$ cat config.mk
export PLATFORM = sky130hd
export DESIGN_NAME = twm_timer
export DESIGN_NICKNAME = d
export VERILOG_FILES = /design/src/hdl/twm_pkg.sv /design/src/hdl/twm_timer.sv
export SDC_FILE = /design/constraint.sdc
export NUM_CORES = 1
export LEC_CHECK = 0
export BUFFER_PORTS_ARGS = -buffer_cell sky130_fd_sc_hd__buf_4
export CORE_MARGIN = 5
export CORE_UTILIZATION = 57
export DETAILED_ROUTE_END_ITERATION = 10
export PLACE_DENSITY = 0.79
export SYNTH_ARGS = -nofsm -noshare
export SYNTH_HDL_FRONTEND = slang
export SYNTH_SLANG_ARGS = --single-unit
export TNS_END_PERCENT = 50
$ cat constraint.sdc
create_clock -name aclk -period 2.8 [get_ports aclk]
set_input_delay 0.56 -clock aclk [delete_from_list [all_inputs] [get_ports aclk]]
set_output_delay 0.56 -clock aclk [all_outputs]
set_load 0.01 [all_outputs]
$ cat src/hdl/twm_pkg.sv
package twm_pkg;
    localparam int CNT_W = 8;
    localparam logic [7:0] BOTTOM = 8'h00;
    localparam logic [7:0] MAX_VAL = 8'hFF;
    // Register byte offsets
    localparam logic [7:0] REG_CTRL = 8'h00;
    localparam logic [7:0] REG_CMPA = 8'h04;
    localparam logic [7:0] REG_CMPB = 8'h08;
    localparam logic [7:0] REG_COUNT = 8'h0C;
    localparam logic [7:0] REG_FLAGS = 8'h10;
    // Control field positions
    localparam int CTRL_MODE_LSB = 0;
    localparam int CTRL_ACTA_LSB = 4;
    localparam int CTRL_ACTB_LSB = 6;
    localparam int CTRL_RUN_BIT = 8;
    localparam int CTRL_DIV_LSB = 16;
    // Flag bit positions
    localparam int FLAG_OVF = 0;
    localparam int FLAG_CMPA = 1;
    localparam int FLAG_CMPB = 2;
    localparam logic [7:0] CTRL_RESET = 8'h00;
    localparam logic [1:0] RESP_OKAY = 2'b00;
    localparam logic [1:0] RESP_SLVERR = 2'b10;
    // Waveform modes
    typedef enum logic [2:0] {
        MODE_NORMAL = 3'b000,
        MODE_PC_FF = 3'b001,
        MODE_CLEAR_ON_MATCH = 3'b010,
        MODE_FAST_FF = 3'b011,
        MODE_RSV4 = 3'b100,
        MODE_PC_CMPA = 3'b101,
        MODE_RSV6 = 3'b110,
        MODE_FAST_CMPA = 3'b111
    } twm_mode_t;
    typedef struct packed {
        logic [15:0] prescale;
        logic run;
        logic [1:0] output_action_b;
        logic [1:0] output_action_a;
        twm_mode_t waveform_mode_sel;
    } twm_ctrl_t;
    typedef struct packed {
        logic wave_out_a;
        logic wave_out_b;
        logic drive_a;
        logic drive_b;
    } twm_pins_t;
endpackage

$ cat src/hdl/twm_timer.sv
`timescale 1ns/1ns
// How it works
// RULE1: Mode 2 counts up, clears at compare A
// RULE2: Mode 2 compare writes immediate, may miss
// RULE3: Mode 2 sets compare flag A at top
// RULE4: Mode 2 action 1 toggles output A
// RULE5: Software enables pin direction for output
// RULE6: Mode 2 overflow flag on MAX to zero
// RULE7: Modes 3,7 fast PWM, top FF or A
// RULE8: Fast PWM clears counter after top
// RULE9: Fast PWM match clears, bottom sets output
// RULE10: Action two non-inverted, three inverted PWM
// RULE11: Fast PWM overflow flag at top
// RULE12: Action one toggles A only if bit2
// RULE13: Fast PWM FF period 256 ticks
// RULE14: Fast PWM extremes give spike or constant
// RULE15: Fast PWM keeps compare buffering, toggle too
// RULE16: Modes 1,5 dual slope, top FF or A
// RULE17: Reverse at top, top held one tick
// RULE18: Up match clears, down match sets output
// RULE19: Phase correct overflow flag at bottom
// RULE20: Phase correct FF period 510 ticks
// RULE21: Extremes give constant low or high
// RULE22: Bottom forces down-match level without match
// RULE23: PWM writes buffered, others direct
// RULE24: Action zero leaves output, disconnects pin
// RULE25: Match flag next tick, write one clears
// RULE26: Load buffer at bottom fast, top PC
// RULE27: Top from A: set/clear at bottom/top
module twm_timer
    import twm_pkg::*;
#(
    parameter int ADDR_W = 8
) (
    input wire logic aclk, // Clock
    input wire logic aresetn, // Sync reset, low
    input wire logic [ADDR_W-1:0] s_axi_awaddr, // Write address
    input wire logic s_axi_awvalid, // Write address valid
    output logic s_axi_awready, // Write address ready
    input wire logic [31:0] s_axi_wdata, // Write data
    input wire logic [3:0] s_axi_wstrb, // Byte strobes
    input wire logic s_axi_wvalid, // Write data valid
    output logic s_axi_wready, // Write data ready
    output logic [1:0] s_axi_bresp, // Write response
    output logic s_axi_bvalid, // Write response valid
    input wire logic s_axi_bready, // Write response ready
    input wire logic [ADDR_W-1:0] s_axi_araddr, // Read address
    input wire logic s_axi_arvalid, // Read address valid
    output logic s_axi_arready, // Read address ready
    output logic [31:0] s_axi_rdata, // Read data
    output logic [1:0] s_axi_rresp, // Read response
    output logic s_axi_rvalid, // Read data valid
    input wire logic s_axi_rready, // Read data ready
    input wire logic irq_ack_ovf, // Overflow vector serviced
    input wire logic irq_ack_cmpa, // Compare A vector serviced
    input wire logic irq_ack_cmpb, // Compare B vector serviced
    output twm_pins_t pins, // Waveforms and pin overrides
    output logic overflow_flag, // Overflow flag
    output logic compare_flag_a, // Compare A flag
    output logic compare_flag_b // Compare B flag
);
    initial begin
        if (ADDR_W < 8) begin
            $error("ADDR_W too small for register map");
        end
    end

    twm_ctrl_t ctrl_q;
    logic [7:0] count_value_q;
    logic dir_down_q;
    logic [7:0] compare_value_a_q, compare_value_b_q;
    logic [7:0] buf_a_q, buf_b_q;
    logic wave_a_q, wave_b_q;
    logic ovf_q, cfa_q, cfb_q;
    logic [15:0] div_q;
    logic tick;
    logic [ADDR_W-1:0] awaddr_q;
    logic aw_have_q, w_have_q;
    logic [31:0] wdata_q;
    logic [3:0] wstrb_q;
    logic [31:0] rdata_q;
    logic rvalid_q, bvalid_q;
    logic [1:0] bresp_q, rresp_q;

    twm_mode_t mode;
    logic is_fast, is_pc, is_pwm, top_from_a;
    logic [7:0] top;
    logic at_top, at_bottom, match_a, match_b;
    logic wr_go, rd_go;
    logic wr_ctrl, wr_cmpa, wr_cmpb, wr_count, wr_flags;
    logic block_q;

    assign mode = ctrl_q.waveform_mode_sel;
    assign is_fast = (mode == MODE_FAST_FF) || (mode == MODE_FAST_CMPA); // RULE7
    assign is_pc = (mode == MODE_PC_FF) || (mode == MODE_PC_CMPA); // RULE16
    assign is_pwm = is_fast || is_pc;
    assign top_from_a = (mode == MODE_CLEAR_ON_MATCH) ||
        (mode == MODE_FAST_CMPA) || (mode == MODE_PC_CMPA);
    assign top = top_from_a ? compare_value_a_q : MAX_VAL; // RULE1
    assign at_top = (count_value_q == top);
    assign at_bottom = (count_value_q == BOTTOM);
    assign match_a = (count_value_q == compare_value_a_q) && !block_q;
    assign match_b = (count_value_q == compare_value_b_q) && !block_q;

    // Timer tick: prescaled enable; divisor 0 means every clock
    assign tick = ctrl_q.run && (div_q == 16'h0000);
    always_ff @(posedge aclk) begin
        if (!aresetn) begin
            div_q <= 16'h0000;
        end else if (!ctrl_q.run || div_q == 16'h0000) begin
            div_q <= ctrl_q.prescale;
        end else begin
            div_q <= div_q - 16'h0001;
        end
    end

    // AXI write path: address and data taken in either order
    assign s_axi_awready = !aw_have_q && !bvalid_q;
    assign s_axi_wready = !w_have_q && !bvalid_q;
    assign wr_go = aw_have_q && w_have_q && !bvalid_q;
    always_ff @(posedge aclk) begin
        if (!aresetn) begin
            aw_have_q <= 1'b0;
            w_have_q <= 1'b0;
            awaddr_q <= '0;
            wdata_q <= 32'h0000_0000;
            wstrb_q <= 4'h0;
            bvalid_q <= 1'b0;
            bresp_q <= RESP_OKAY;
        end else begin
            if (s_axi_awvalid && s_axi_awready) begin
                aw_have_q <= 1'b1;
                awaddr_q <= s_axi_awaddr;
            end
            if (s_axi_wvalid && s_axi_wready) begin
                w_have_q <= 1'b1;
                wdata_q <= s_axi_wdata;
                wstrb_q <= s_axi_wstrb;
            end
            if (wr_go) begin
                aw_have_q <= 1'b0;
                w_have_q <= 1'b0;
                bvalid_q <= 1'b1;
                bresp_q <= (wr_ctrl || wr_cmpa || wr_cmpb || wr_count ||
                    wr_flags) ? RESP_OKAY : RESP_SLVERR;
            end else if (bvalid_q && s_axi_bready) begin
                bvalid_q <= 1'b0;
            end
        end
    end
    assign s_axi_bvalid = bvalid_q;
    assign s_axi_bresp = bresp_q;

    assign wr_ctrl = wr_go && awaddr_q[7:0] == REG_CTRL;
    assign wr_cmpa = wr_go && awaddr_q[7:0] == REG_CMPA && wstrb_q[0];
    assign wr_cmpb = wr_go && awaddr_q[7:0] == REG_CMPB && wstrb_q[0];
    assign wr_count = wr_go && awaddr_q[7:0] == REG_COUNT && wstrb_q[0];
    assign wr_flags = wr_go && awaddr_q[7:0] == REG_FLAGS && wstrb_q[0];

    always_ff @(posedge aclk) begin
        if (!aresetn) begin
            ctrl_q <= '0;
        end else if (wr_ctrl) begin
            if (wstrb_q[0]) begin
                ctrl_q.waveform_mode_sel <= twm_mode_t'(wdata_q[2:0]);
                ctrl_q.output_action_a <= wdata_q[5:4];
                ctrl_q.output_action_b <= wdata_q[7:6];
            end
            if (wstrb_q[1]) begin
                ctrl_q.run <= wdata_q[CTRL_RUN_BIT];
            end
            if (wstrb_q[2]) begin
                ctrl_q.prescale[7:0] <= wdata_q[23:16];
            end
            if (wstrb_q[3]) begin
                ctrl_q.prescale[15:8] <= wdata_q[31:24];
            end
        end
    end

    // Compare buffers; active copy updated directly outside PWM
    always_ff @(posedge aclk) begin
        if (!aresetn) begin
            buf_a_q <= 8'h00;
            buf_b_q <= 8'h00;
            compare_value_a_q <= 8'h00;
            compare_value_b_q <= 8'h00;
        end else begin
            if (wr_cmpa) begin
                buf_a_q <= wdata_q[7:0];
            end
            if (wr_cmpb) begin
                buf_b_q <= wdata_q[7:0];
            end
            if (!is_pwm) begin
                // No buffering: a value below count is missed until wrap
                if (wr_cmpa) begin
                    compare_value_a_q <= wdata_q[7:0]; // RULE2 RULE23
                end
                if (wr_cmpb) begin
                    compare_value_b_q <= wdata_q[7:0]; // RULE23
                end
            end else if (tick && ((is_fast && at_top) ||
                    (is_pc && at_top && !dir_down_q))) begin
                // Loaded as count goes to bottom (fast) or sits at top
                compare_value_a_q <= buf_a_q; // RULE15 RULE23 RULE26
                compare_value_b_q <= buf_b_q; // RULE26
            end
        end
    end

    // Count sequence
    always_ff @(posedge aclk) begin
        if (!aresetn) begin
            count_value_q <= 8'h00;
            dir_down_q <= 1'b0;
            block_q <= 1'b0;
        end else if (wr_count) begin
            count_value_q <= wdata_q[7:0];
            block_q <= 1'b1;
        end else if (tick) begin
            block_q <= 1'b0;
            if (is_pc) begin
                if (!dir_down_q && at_top) begin
                    dir_down_q <= 1'b1; // RULE17
                    count_value_q <= count_value_q - 8'h01;
                end else if (dir_down_q && at_bottom) begin
                    dir_down_q <= 1'b0;
                    count_value_q <= count_value_q + 8'h01; // RULE20
                end else if (dir_down_q) begin
                    count_value_q <= count_value_q - 8'h01;
                end else begin
                    count_value_q <= count_value_q + 8'h01;
                end
            end else begin
                dir_down_q <= 1'b0;
                if ((mode == MODE_CLEAR_ON_MATCH || is_fast) && at_top) begin
                    count_value_q <= BOTTOM; // RULE1 RULE8 RULE13
                end else begin
                    count_value_q <= count_value_q + 8'h01;
                end
            end
        end
    end

    // Waveform generation per channel
    function automatic logic wave_next(input logic cur, input logic [1:0] act,
        input logic match, input logic allow_tog, input logic use_top);
        logic inv;
        logic lvl;
        logic dn;
        inv = act[0];
        lvl = cur;
        dn = at_top || (dir_down_q && !at_bottom);
        if (act == 2'b00) begin
            lvl = cur; // RULE24
        end else if (act == 2'b01) begin
            if ((!is_pwm || allow_tog) && match) begin
                lvl = !cur; // RULE4 RULE12
            end
        end else if (is_fast) begin
            // Match first, bottom level last: a top compare is ignored
            // and gives a constant level, a zero compare a one-tick spike
            if (match && !use_top) begin
                lvl = inv; // RULE9 RULE10
            end
            if (at_top) begin
                lvl = !inv; // RULE9 RULE14 RULE27
            end
        end else if (is_pc) begin
            if (use_top && at_top && !dir_down_q) begin
                lvl = inv; // RULE27
            end else if (match && !use_top) begin
                // Top match acts as down-count, bottom match as up-count
                lvl = dn ? !inv : inv; // RULE18 RULE10 RULE21
            end else if (dir_down_q && at_bottom) begin
                lvl = !inv; // RULE22
            end
        end else begin
            if (match) begin
                lvl = inv;
            end
        end
        return lvl;
    endfunction

    always_ff @(posedge aclk) begin
        if (!aresetn) begin
            wave_a_q <= 1'b0;
            wave_b_q <= 1'b0;
        end else if (tick) begin
            wave_a_q <= wave_next(wave_a_q, ctrl_q.output_action_a, match_a,
                mode[2], top_from_a && is_pwm && ctrl_q.output_action_a[1]);
            wave_b_q <= wave_next(wave_b_q, ctrl_q.output_action_b, match_b,
                1'b0, 1'b0);
        end
    end

    // Pin drive: software's pin direction gates visibility outside
    assign pins.wave_out_a = wave_a_q;
    assign pins.wave_out_b = wave_b_q;
    assign pins.drive_a = (ctrl_q.output_action_a != 2'b00) &&
        !(is_pwm && ctrl_q.output_action_a == 2'b01 && !mode[2]); // RULE24
    assign pins.drive_b = (ctrl_q.output_action_b != 2'b00) &&
        !(is_pwm && ctrl_q.output_action_b == 2'b01); // RULE12

    // Flags: hardware set beats clear
    always_ff @(posedge aclk) begin
        if (!aresetn) begin
            ovf_q <= 1'b0;
            cfa_q <= 1'b0;
            cfb_q <= 1'b0;
        end else begin
            if (tick && ((is_fast && at_top) || // RULE11
                (is_pc && dir_down_q && at_bottom) || // RULE19
                (!is_pwm && count_value_q == MAX_VAL))) begin // RULE6
                ovf_q <= 1'b1;
            end else if ((wr_flags && wdata_q[FLAG_OVF]) || irq_ack_ovf) begin
                ovf_q <= 1'b0;
            end
            if (tick && match_a) begin
                cfa_q <= 1'b1; // RULE3 RULE25
            end else if ((wr_flags && wdata_q[FLAG_CMPA]) || irq_ack_cmpa) begin
                cfa_q <= 1'b0; // RULE25
            end
            if (tick && match_b) begin
                cfb_q <= 1'b1;
            end else if ((wr_flags && wdata_q[FLAG_CMPB]) || irq_ack_cmpb) begin
                cfb_q <= 1'b0;
            end
        end
    end
    assign overflow_flag = ovf_q;
    assign compare_flag_a = cfa_q;
    assign compare_flag_b = cfb_q;

    // AXI read path
    assign s_axi_arready = !rvalid_q;
    assign rd_go = s_axi_arvalid && s_axi_arready;
    always_ff @(posedge aclk) begin
        if (!aresetn) begin
            rvalid_q <= 1'b0;
            rdata_q <= 32'h0000_0000;
            rresp_q <= RESP_OKAY;
        end else if (rd_go) begin
            rvalid_q <= 1'b1;
            rresp_q <= RESP_OKAY;
            case (s_axi_araddr[7:0])
                REG_CTRL: rdata_q <= {ctrl_q.prescale, 7'h00, ctrl_q.run,
                    ctrl_q.output_action_b, ctrl_q.output_action_a, 1'b0,
                    ctrl_q.waveform_mode_sel};
                REG_CMPA: rdata_q <= {24'h00_0000, buf_a_q};
                REG_CMPB: rdata_q <= {24'h00_0000, buf_b_q};
                REG_COUNT: rdata_q <= {24'h00_0000, count_value_q};
                REG_FLAGS: rdata_q <= {29'h0000_0000, cfb_q, cfa_q, ovf_q};
                default: begin
                    rdata_q <= 32'h0000_0000;
                    rresp_q <= RESP_SLVERR;
                end
            endcase
        end else if (rvalid_q && s_axi_rready) begin
            rvalid_q <= 1'b0;
        end
    end
    assign s_axi_rvalid = rvalid_q;
    assign s_axi_rdata = rdata_q;
    assign s_axi_rresp = rresp_q;
endmodule

======== Word level (Yosys, flattened, before mapping) ========
Index checks and enable logic that the tools add are counted.
storage, ports and cells
  output and inout bits ................... 48
  register bits after elaboration ......... 171
cells by class
  reductions and logical operators ........ 114
  add/subtract/negate cells ............... 3
  bitwise operators ....................... 4
  eq/ne operators ......................... 26
  multiplexer cells ....................... 53
operators by type and width
  kind                   count
  $pmux 32 s5            1
  $mux 8                 14
  $logic_and 1x1->1      50
  $mux 1                 35
  $eq 8x4->1 const B     4
  $eq 8x8->1             3
  $logic_not 8->1        3
  $reduce_bool 2->1      10
  $logic_or 1x1->1       19
  $logic_not 1->1        17
  $eq 8x3->1 const B     2
  $eq 8x5->1 const B     2
  $logic_not 16->1       1
  $mux 16                1
  $sub 16x1->16 const B  1
  $reduce_and 2->1       6
  $add 8x1->8 const B    1
  $eq 8x8->1 const B     1
  $sub 8x1->8 const B    1
  $eq 3x2->1 const B     2
  $eq 3x3->1 const B     2
  $ne 2x1->1 const B     3
  $ne 6x2->1 const B     1
  $reduce_and 6->1       1
  other kinds (13)       19

======== Logic depth before layout (Yosys ltp) ========
Gate-level depths: netlist (run 1).
  word-level depth ........................ 12
  gate-level depth with buffers ........... 11

======== Worst setup path after synthesis (run 1) ========
Ideal clock, no wire load.
  path kind ............................... reg-to-reg
  from .................................... register bvalid_q (netlist: s_axi_bvalid)
  to ...................................... register ctrl_q[10] (netlist name)
  library setup time ...................... 128 ps
  slack ................................... 463 ps
  arrival time ............................ 2209 ps
  required time ........................... 2672 ps
  period minus slack after synthesis ...... 2337 ps
  stages on the path, launching flop included .. 9
  path through ............................ dfxtp_1 nand3b_1 or4_1 nor3_4 and3b_1 clkbuf_1 nand2_1 mux2i_1 nor2_1
on the way
  cells in the longest elaborated chain, start to end .. 4
RTL lines
  element                     line              source
  start: declaration          twm_timer.sv:82   logic rvalid_q, bvalid_q;
  start signal: assignment    twm_timer.sv:128  bvalid_q <= 1'b0;
  start signal: assignment    twm_timer.sv:143  bvalid_q <= 1'b1;
  start signal: assignment    twm_timer.sv:147  bvalid_q <= 1'b0;
  $logic_not 1->1             twm_timer.sv:120  assign wr_go = aw_have_q && w_have_q && !bvalid_q;
  $logic_and 1x1->1           twm_timer.sv:120
  $logic_and 1x1->1           twm_timer.sv:154  assign wr_ctrl = wr_go && awaddr_q[7:0] == REG_CTRL;
  $reduce_and 2->1 (no line)  --
  end: declaration            twm_timer.sv:68   twm_ctrl_t ctrl_q;
Every way passes these cells.
A chain may end at the register's enable or synchronous reset.

======== Worst setup path in the final report (run 1) ========
  from .................................... register count_value_q[1]
  to ...................................... register count_value_q[4]
on the way
  cells in the longest elaborated chain, start to end .. 7
  elaborated cells on any way between the ends .. 14
RTL lines
  element                                             line                                                  source
  start: declaration                                  twm_timer.sv:69                                       logic [7:0] count_value_q;
  start signal: assignment                            twm_timer.sv:219                                      count_value_q <= wdata_q[7:0];
  start signal: assignment                            twm_timer.sv:226                                      count_value_q <= count_value_q - 8'h01;
  start signal: assignment                            twm_timer.sv:229                                      count_value_q <= count_value_q + 8'h01;
  $add 8x1->8, or another cell as far along           twm_timer.sv:229, twm_timer.sv:233, twm_timer.sv:240
  $mux 8 / $logic_and 1x1->1 (equally long branches)  twm_timer.sv:230, twm_timer.sv:227
  $mux 8                                              twm_timer.sv:227                                      end else if (dir_down_q && at_bottom) begin
  $mux 8                                              twm_timer.sv:224                                      if (!dir_down_q && at_top) begin
  $mux 8 (*)                                          twm_timer.sv:223                                      if (is_pc) begin
  $mux 8 (*)                                          twm_timer.sv:221                                      end else if (tick) begin
  $mux 8 (*)                                          twm_timer.sv:218                                      end else if (wr_count) begin
Mark *: on every way between the ends. The rest lies on a longest branch, timed or not. The select of a mux whose other input is x is not followed.

==> out/results.tsv, run 1 <==
stage	metric	value	unit
run_status	status	complete, no violations	
layout	fillCellCount	1120	
yosys	ys_async_sr_fraction	0	
sta	drv_slew	0	
run	max_cap_violations	0	
yosys	yosysSeqAreaShare	0.416	
sta	post-route-min-period	2.55	ns
clock_network	numCtsBuffers	17	
clock_network	cts_tree	done	
worst_setup_path	path_max_fanout	8	
worst_setup_path	crit_chain	inv_2, ha_1, nand2b_1, nor4_1, nor2_1, o21ai_1, nand2b_1, and4_1, o31ai_2	
layout	fin_nets	1082	
sta	fin_setup_tns	0	ns
worst_setup_path	crit_path_max_incr_delay	0.54	ns
pwr	p_leak	3.62	nW
layout	diodes	0	
clock_network	clkTransAtPathRegs	0.06	ns
clock_network	ctsRootBufferMaster	clkbuf_16	
yosys	synth_enable_flop_cells	0	
sta	report.final.setup_viol	0	
pwr	powerDensity	559	nW/um^2
sta	fin_crit_sh	0.911	
floorplan	die_w	124	um
floorplan	io_pins	110	
routing	via_per_inst	5.84	
layout	multi_input_area	3950	sq um
layout	drive_gt1_frac	0.166	
clock_network	post_cts_buffers	0	
sta	finClkSkew	0.0120	ns
layout	syn2layout_area_growth	19.9	%
sta	fmax	392	MHz
clock_network	ctsHoldBuffers	0	
hold_path	min_path_type	primary input to flip-flop	
place	place_congestion	0.978	
routing	firstDrtPassIters	5	
clock_network	cts_sinks	155	
yosys	avgSynthCellArea	7.98	sq um
global_route	first_global_vias	6352	
routing	ant_nets	0	
global_route	grt_max_degree	128	
routing	drc	0	
worst_setup_path	setup.worst_path.class	flip-flop to flip-flop	
worst_setup_path	crit_arrival	2.89	ns
clock_network	clk_latency	0.43	ns
yosys	yosysWarnings	0	
clock_network	post_cts.resized_instances	0	
sta	final_hold_viol_count	0	
yosys	ys_ff_latch	155	
yosys	syn_area	7460	sq um
sta	grt_setup_unrepaired	false	
routing	wl	20.6	mm
place	dp_hpwl	14.3	mm
floorplan	start_util	0.586	
clock_network	htree_num_levels	4	
layout	regArea	3100	sq um
global_route	antenna_found_initial	0	
sta	tightest_slew	0.850	ns
yosys	synth_cell_types	67	
floorplan	dieArea	15500	sq um
routing	vias	7009	
global_route	track_usage	0.261	
routing	avgRoutedWirePerCell	17.2	um
sta	maxSlewHeadroom	0.431	
global_route	grt-ovfl-total	0	
worst_setup_path	crit_slowest_cell	dfxtp_1	
layout	final_util	0.702	
place	portBuffers	93	
pwr	vdd_drop_max	0.000487	V
worst_setup_path	crit_required	3.14	ns
floorplan	core	12700	sq um
worst_setup_path	worstSetupEndpointType	flip-flop	
yosys	synthFlopType	dfxtp_1	
floorplan	rows	41	
global_route	grt_pass1_wl	32.9	mm
worst_setup_path	crit_top_cell	nand2b_1	
yosys	syn_inst	934	
worst_setup_path	worstSetupStartpointType	flip-flop	
clock_network	cts_buffer_depth	2	
floorplan	die_h	124	um
routing	drt_iter0_drc	694	
[worst max-delay path, delay by kind of cell, from the launching register on]
family	cells	cell delay, ns
buffers and inverters	1	0.13
AO/OA/AOI/OAI	2	0.55
flip-flops	1	0.54
AND/OR/NAND/NOR	5	1.04
adder cells (fa/ha/maj)	1	0.20
[through the flow]
step | instances | setup WS, ns | cell area [sq um] | power [mW] | hold slack, ns
floorplan | 942 | 0.463 | 7490 | 2.52 | 0.431
global placement | 1168 | 0.303 | 8320 | 2.64 | 0.440
detailed placement | 1168 | 0.253 | 8320 | 2.65 | 0.445
CTS | 1200 | 0.246 | 8940 | 5.01 | 0.305
global route | 1200 | 0.0320 | 8940 | 5.16 | 0.301
finish | 1200 | 0.250 | 8940 | 5.00 | 0.315
[synth_stat cells (3+ instances only)]
master      n  share of area
o21ai_1     3         0.0020
nand2_1   148          0.075
nand4_1     7         0.0059
and4_1      3         0.0035
buf_2       6         0.0040
a31oi_1     5         0.0042
a21o_1      3         0.0030
and2_1      7         0.0059
nor2b_1    15          0.013
nand3b_1    4         0.0040
mux2i_1    49          0.066
nor2_1    110          0.055
dfxtp_1   155           0.42
or4_1       6         0.0060
ha_1        5         0.0084
o31ai_1     5         0.0050
a21oi_1    98          0.066
nand2b_1    8         0.0067
xor2_1      6         0.0070
a211oi_1   33          0.033
nand3_1    39          0.026
o211ai_1    5         0.0050
inv_1      24          0.012
buf_1       4         0.0020
xnor2_1    20          0.023
o21ai_0    28          0.019
nor3b_1     3         0.0030
clkbuf_1   47          0.024
and3_1      5         0.0042
nor4_1      3         0.0025
a221oi_1    5         0.0059
buf_4      14          0.014
nor3_1     19          0.013
o22ai_1     4         0.0034
[power breakdown]
| part | switching (mW) | internal [mW] | total [mW] |
|---|---|---|---|
| Sequential | 0.0472 | 2.25 | 2.30 |
| Clock | 0.970 | 1.42 | 2.40 |
| Combinational | 0.179 | 0.126 | 0.306 |
| Total | 1.20 | 3.80 | 5.00 |
[cell usage in the layout (no fill, tap or decap), types with 3 or more instances in the layout]
cell,count
a211oi_1,33
a21o_1,3
a21oi_1,98
a221oi_1,5
a31oi_1,5
and2_1,7
and3_1,5
and4_1,3
buf_4,125
bufinv_16,3
clkbuf_16,17
clkinv_4,3
conb_1,9
dfxtp_1,155
ha_1,5
inv_1,24
inv_6,5
mux2i_1,49
nand2_1,148
nand2b_1,8
nand3_1,39
nand3b_1,4
nand4_1,7
nor2_1,110
nor2b_1,15
nor3_1,19
nor3b_1,3
nor4_1,3
o211ai_1,5
o21ai_0,28
o21ai_1,3
o22ai_1,4
o31ai_1,5
or4_1,6
xnor2_1,20
xor2_1,6
[worst paths after layout]
check	endpoint	slack [ns]	startpoint	cells after the start
min reg2reg	wdata_q[20]$_SDFFE_PN0P_	0.45	wdata_q[20]$_SDFFE_PN0P_	2
max reg2reg	count_value_q[4]$_SDFFE_PN0P_	0.25	count_value_q[1]$_SDFFE_PN0P_	9
min	s_axi_rvalid$_SDFFE_PN0P_	0.31	s_axi_rready	2
max	count_value_q[4]$_SDFFE_PN0P_	0.25	count_value_q[1]$_SDFFE_PN0P_	9
[metal layers]
metal  track usage  vias to the layer above  wire length (um)
li1              -                     3398                 -
met1         0.359                     3262              9090
met2         0.402                      298              9130
met3        0.0635                       51              1810
met4        0.0864                        0               568
met5             0                        -                 0
[layout make-up]
type | count | share of cell area
Clock buffer | 18 | 0.0480
Tap cell | 172 | 0.0241
Multi-Input combinational cell | 689 | 0.442
Inverter | 26 | 0.0112
Sequential cell | 155 | 0.347
Clock inverter | 14 | 0.0206
Timing Repair Buffer | 126 | 0.107
[registers in the layout, summed over array words and instances (netlist names), 3 cells and up]
register           cells
awaddr_q               8
buf_a_q                8
buf_b_q                8
compare_value_a_q      8
compare_value_b_q      8
count_value_q          8
ctrl_q                21
div_q                 16
mode                   3
s_axi_rdata           25
wdata_q               25
wstrb_q                4
[kinds of logic (layout without fill, tap and decap cells)]
family / Yosys count / in the layout / synth area share
AND/OR/NAND/NOR: 389 / 389 / 0.241
AO/OA/AOI/OAI: 210 / 210 / 0.178
flip-flops: 155 / 155 / 0.416
buffers and inverters: 98 / 184 / 0.0584
multiplexers: 50 / 50 / 0.0673
XOR/XNOR: 26 / 26 / 0.0305
adder cells (fa/ha/maj): 5 / 5 / 0.00839
other: 1 / 9 / 0.000503
Power figures use the tool's default switching activity.
==> run 2: changes to the inputs <==
--- a/config.mk
+++ b/config.mk
@@ -7,9 +7,10 @@
 export LEC_CHECK = 0
 export BUFFER_PORTS_ARGS = -buffer_cell sky130_fd_sc_hd__buf_4
 export CORE_MARGIN = 5
-export CORE_UTILIZATION = 57
+export CORE_UTILIZATION = 34
 export DETAILED_ROUTE_END_ITERATION = 10
-export PLACE_DENSITY = 0.79
+export PLACE_DENSITY = 0.51
+export SKIP_LAST_GASP = 1
 export SYNTH_ARGS = -nofsm -noshare
 export SYNTH_HDL_FRONTEND = slang
 export SYNTH_SLANG_ARGS = --single-unit
==> out/results.tsv, run 2 (synthesis gave the netlist of run 1 again) <==
stage	metric	value	unit	change
place	place_congestion	0.886		-9.4%
worst_setup_path	worstSetupStartpointType	flip-flop		
run_status	status	complete, no violations		
floorplan	start_util	0.344		-0.242
worst_setup_path	worstSetupEndpointType	flip-flop		
sta	grt_setup_unrepaired	false		
pwr	powerDensity	537	nW/um^2	-4.1%
sta	finClkSkew	0.0156	ns	+0.00360 ns
clock_network	clk_latency	0.43	ns	about the same
worst_setup_path	crit_arrival	2.93	ns	+0.04 ns
clock_network	cts_buffer_depth	2		unchanged
routing	avgRoutedWirePerCell	17.3	um	+1.0%
sta	fin_crit_sh	0.925		+0.0142
place	portBuffers	93		unchanged
layout	multi_input_area	3960	sq um	+0.41%
run	max_cap_violations	0		unchanged
place	dp_hpwl	16.6	mm	+16%
layout	syn2layout_area_growth	23.5	%	
global_route	antenna_found_initial	0		unchanged
sta	tightest_slew	1.19	ns	+0.345 ns
sta	post-route-min-period	2.59	ns	+0.0397 ns
global_route	grt-ovfl-total	0		unchanged
global_route	grt_max_degree	88		-31%
floorplan	dieArea	25000	sq um	+62%
clock_network	cts_tree	done		
sta	report.final.setup_viol	0		unchanged
clock_network	post_cts_buffers	0		unchanged
clock_network	numCtsBuffers	17		unchanged
sta	fmax	386	MHz	-1.5%
floorplan	io_pins	110		unchanged
worst_setup_path	crit_path_max_incr_delay	0.57	ns	+0.03 ns
routing	ant_nets	0		unchanged
worst_setup_path	crit_top_cell	nand2b_1		
layout	regArea	3100	sq um	unchanged
floorplan	core	21700	sq um	+70%
layout	fin_nets	1094		+1.1%
sta	final_hold_viol_count	0		unchanged
sta	drv_slew	0		unchanged
sta	fin_setup_tns	0	ns	unchanged
clock_network	cts_sinks	155		unchanged
pwr	vdd_drop_max	0.000423	V	-13%
routing	vias	6833		-2.5%
clock_network	clkTransAtPathRegs	0.07	ns	about the same
layout	diodes	0		unchanged
global_route	track_usage	0.184		-0.0770
global_route	first_global_vias	6401		+0.77%
layout	drive_gt1_frac	0.181		+0.0144
hold_path	min_path_type	primary input to flip-flop		
worst_setup_path	path_max_fanout	8		unchanged
clock_network	htree_num_levels	4		unchanged
floorplan	die_w	158	um	+27%
routing	drc	0		unchanged
global_route	grt_pass1_wl	35.8	mm	+8.7%
clock_network	ctsRootBufferMaster	clkbuf_16		
worst_setup_path	setup.worst_path.class	flip-flop to flip-flop		
routing	firstDrtPassIters	5		unchanged
sta	maxSlewHeadroom	0.203		-0.229
floorplan	die_h	158	um	+27%
worst_setup_path	crit_required	3.14	ns	about the same
routing	via_per_inst	5.18		-11%
routing	drt_iter0_drc	420		-39%
pwr	finalPower	4.94	mW	-1.2%
layout	final_cell_mix	dfxtp_1, nand2_1, buf_4, nor2_1, a21oi_1		
routing	wl	22.9	mm	+11%
worst_setup_path	crit_chain	inv_2, ha_1, nand2b_1, nor4_1, nor2_1, o21ai_1, nand2b_1, and4_1, o31ai_2		
layout	final_common_cell	dfxtp_1		
layout	fillCellCount	2241		+100%
floorplan	rows	54		+32%
pwr	p_leak	3.68	nW	+1.8%
worst_setup_path	crit_slowest_cell	dfxtp_1		
-- run 2: changes by cell type in the layout (fill, tap and decap cells not counted), moves of 2 or more --
cell and change:
buf_4 +10, clkinv_8 +7, bufinv_16 -3, buf_12 +2
clkinv_4 -2, inv_8 +2
-- run 2: final cells by class --
cell class              count  share of cell area
clock buffers              17              0.0462
clock inverters            15              0.0208
inverters                  26              0.0109
multi-input cells         689               0.430
flip-flops and latches    155               0.337
well taps                 280              0.0380
repair buffers            138               0.117
-- run 2: routing by layer --
metal,vias up,global-route usage,routed length [um]
li1,3425,-,-
met1,3173,0.266,11200
met2,217,0.282,10100
met3,18,0.0358,1380
met4,0,0.0463,272
met5,-,0,0
-- run 2: where the power goes --
| part | switching, mW | leakage [nW] | internal (mW) |
|---|---|---|---|
| combinational | 0.186 | 2.13 | 0.131 |
| sequential | 0.0517 | 1.26 | 2.25 |
| clock | 1.11 | 0.298 | 1.22 |
| total | 1.35 | 3.68 | 3.60 |
-- run 2: timing repair --
| action | 4_1_cts | 5_1_grt |
|---|---|---|
| hold buffers | 0 | 0 |
| resized for setup | 0 | 3 |
| setup endpoints to repair | 0 | 18 |
-- run 2: worst max-delay path: cells and delay by family (launching register included) --
kind / cells / cell delay [ns]
flops: 1 / 0.57
simple gates: 5 / 1.04
buf+inv: 1 / 0.13
compound gates: 2 / 0.56
fa+ha+maj: 1 / 0.21
-- run 2: worst paths after layout --
path / start / slack [ns] / endpoint / cells after the start
setup / recovery: count_value_q[1]$_SDFFE_PN0P_ / 0.21 / count_value_q[4]$_SDFFE_PN0P_ / 9
setup reg to reg: count_value_q[1]$_SDFFE_PN0P_ / 0.21 / count_value_q[4]$_SDFFE_PN0P_ / 9
hold / removal: s_axi_rready / 0.32 / s_axi_rvalid$_SDFFE_PN0P_ / 2
hold reg to reg: s_axi_rdata[23]$_SDFFE_PN0P_ / 0.45 / s_axi_rdata[23]$_SDFFE_PN0P_ / 2
-- run 2: through the flow --
stage | cell area (sq um) | instances | utilization | worst slack, ns | hold slack, ns
final | 9210 | 1320 | 0.425 | 0.210 | 0.316
after global placement | 8580 | 1288 | 0.396 | 0.191 | 0.443
after floorplan | 7490 | 942 | - | 0.463 | 0.431
after detailed placement | 8580 | 1288 | 0.396 | 0.193 | 0.445
after global routing | 9210 | 1320 | 0.425 | 0.0377 | 0.305
after CTS | 9200 | 1320 | 0.424 | 0.150 | 0.291
==> run 3: changes to the inputs <==
--- a/config.mk
+++ b/config.mk
@@ -10,6 +10,7 @@
 export CORE_UTILIZATION = 34
 export DETAILED_ROUTE_END_ITERATION = 10
 export PLACE_DENSITY = 0.51
+export REMOVE_ABC_BUFFERS = 1
 export SKIP_LAST_GASP = 1
 export SYNTH_ARGS = -nofsm -noshare
 export SYNTH_HDL_FRONTEND = slang
==> constraint.sdc (replaced) <==
create_clock -name aclk -period 2.47 [get_ports aclk]
set_input_delay 0.494 -clock aclk [delete_from_list [all_inputs] [get_ports aclk]]
set_output_delay 0.494 -clock aclk [all_outputs]
set_load 0.01 [all_outputs]
==> out/results.tsv, run 3 (synthesis gave the netlist of run 1 again) <==
stage	metric	value	unit	change
run_status	status	complete, no violations		
sta	maxSlewHeadroom	0.415		+0.212
layout	syn2layout_area_growth	27.5	%	
layout	final_util	0.438		+0.0138
worst_setup_path	r2r-end	wave_a_q$_SDFFE_PN0P_		
floorplan	core	21700	sq um	unchanged
global_route	grt_pass1_wl	36.2	mm	+1.2%
routing	vias	6872		+0.57%
clock_network	numCtsBuffers	17		unchanged
sta	report.final.setup_viol	0		unchanged
clock_network	clk_latency	0.43	ns	about the same
routing	drc	0		unchanged
worst_setup_path	crit_path_max_incr_delay	0.57	ns	about the same
worst_setup_path	setup.worst_path.class	flip-flop to flip-flop		
sta	final_hold_viol_count	0		unchanged
sta	tightest_slew	0.869	ns	-0.326 ns
layout	drive_gt1_frac	0.217		+0.0363
floorplan	die_h	158	um	unchanged
worst_setup_path	crit_required	2.82	ns	-0.32 ns
worst_setup_path	startpoint	count_value_q[2]$_SDFFE_PN0P_		
worst_setup_path	crit_arrival	2.78	ns	-0.15 ns
clock_network	clkTransAtPathRegs	0.07	ns	about the same
floorplan	dieArea	25000	sq um	unchanged
floorplan	io_pins	110		unchanged
routing	drt_iter0_drc	551		+31%
global_route	first_global_vias	6414		+0.20%
sta	drv_slew	0		unchanged
sta	post-route-min-period	2.43	ns	-0.164 ns
clock_network	cts_tree	done		
place	place_congestion	0.863		-2.6%
layout	fin_nets	1123		+2.7%
layout	final_common_cell	buf_4		
floorplan	rows	54		unchanged
sta	hold_ws	0.250	ns	-0.0664 ns
pwr	vdd_drop_max	0.000415	V	-1.9%
global_route	grt_max_degree	97		+10%
clock_network	ctsRootBufferMaster	clkbuf_16		
hold_path	hold_start	s_axi_rready		
clock_network	cts_sinks	155		unchanged
pwr	p_leak	3.84	nW	+4.4%
routing	firstDrtPassIters	5		unchanged
worst_setup_path	path_max_fanout	7		-1
worst_setup_path	r2r-start	count_value_q[2]$_SDFFE_PN0P_		
worst_setup_path	crit_slowest_cell	or4_4		
worst_setup_path	crit_top_cell	or4_4		
sta	finClkSkew	0.0109	ns	-0.00470 ns
global_route	track_usage	0.187		+0.00258
routing	via_per_inst	5.09		-1.6%
global_route	grt-ovfl-total	0		unchanged
clock_network	cts_buffer_depth	2		unchanged
worst_setup_path	crit_end	wave_a_q$_SDFFE_PN0P_		
worst_setup_path	rrSetupSlack	0.04	ns	-0.17 ns
sta	grt_setup_unrepaired	true		
global_route	antenna_found_initial	0		unchanged
layout	final_cell_mix	buf_4, dfxtp_1, nand2_1, nor2_1, a21oi_1		
hold_path	min_path_type	primary input to flip-flop		
place	portBuffers	93		unchanged
sta	fmax	412	MHz	+6.8%
routing	ant_nets	0		unchanged
routing	wl	23.1	mm	+0.99%
floorplan	die_w	158	um	unchanged
clock_network	htree_num_levels	4		unchanged
run	max_cap_violations	0		unchanged
layout	diodes	0		unchanged
pwr	powerDensity	596	nW/um^2	+11%
sta	fin_crit_sh	0.982		+0.0572
floorplan	start_util	0.344		unchanged
worst_setup_path	worstSetupEndpointType	flip-flop		
worst_setup_path	ff2ff_path_depth	8		-1
worst_setup_path	worstSetupStartpointType	flip-flop		
place	dp_hpwl	17.0	mm	+2.4%
worst_setup_path	crit_chain	or4_4, or4_4, buf_4, o21ai_2, a221o_1, nand4_1, or2_0, o32ai_2		
layout	fillCellCount	2270		+1.3%
routing	avgRoutedWirePerCell	17.1	um	-1.2%
## run 3: layer usage
layer | share of wire | GRT usage | vias up
li1 | - | - | 3483
met1 | 0.49 | 0.276 | 3176
met2 | 0.43 | 0.280 | 189
met3 | 0.062 | 0.0331 | 24
met4 | 0.016 | 0.0500 | 0
met5 | 0 | 0 | -
## run 3: layout make-up
class                      count  area (sq um)  area share
clock buffer                  18           429      0.0451
clock inverter                14           171      0.0180
inverter                      26           100      0.0105
multi-input combinational    689          4030       0.424
sequential                   155          3110       0.327
tap                          280           350      0.0368
timing repair buffer         167          1320       0.138
## run 3: power breakdown
group / leakage (nW) / total [mW] / switching (mW) / internal [mW]
sequential: 1.26 / 2.60 / 0.0536 / 2.55
combinational: 2.30 / 0.362 / 0.212 / 0.150
clock: 0.293 / 2.70 / 1.17 / 1.53
total: 3.84 / 5.67 / 1.44 / 4.23
## run 3: worst min path at each step
stage               slack, ns  cells after the start                      endpoint
floorplan                0.43                      2      awaddr_q[7]$_SDFFE_PN0P_
global placement         0.44                      2  s_axi_rdata[29]$_SDFFE_PN0P_
detailed placement       0.44                      2      awaddr_q[6]$_SDFFE_PN0P_
CTS                      0.23                      2     s_axi_rvalid$_SDFFE_PN0P_
global route             0.25                      2     s_axi_rvalid$_SDFFE_PN0P_
finish                   0.25                      2     s_axi_rvalid$_SDFFE_PN0P_
## run 3: timing repair
item	in CTS	in global routing
pin swaps	1	4
gates resized for setup	7	14
setup endpoints to repair	5	38
setup buffers	0	1
hold buffers	0	0
## run 3: stage by stage
stage	instance area (sq um)	power [mW]	cells	worst slack [ns]	TNS (ns)
after floorplan	7150	2.82	870	-0.260	-2.57
after global placement	8810	3.03	1316	-0.0342	-0.0580
after detailed placement	8810	3.03	1316	-0.101	-0.288
after CTS	9440	5.73	1348	0.0136	0
after global routing	9510	5.88	1349	-0.0766	-0.201
final	9510	5.67	1349	0.0441	0
## run 3: critical path, delay by kind of cell, from the launching register on
| family | cells | cell delay [ns] |
|---|---|---|
| buf+inv | 1 | 0.15 |
| compound gates | 3 | 0.44 |
| simple gates | 4 | 1.39 |
| flops | 1 | 0.38 |
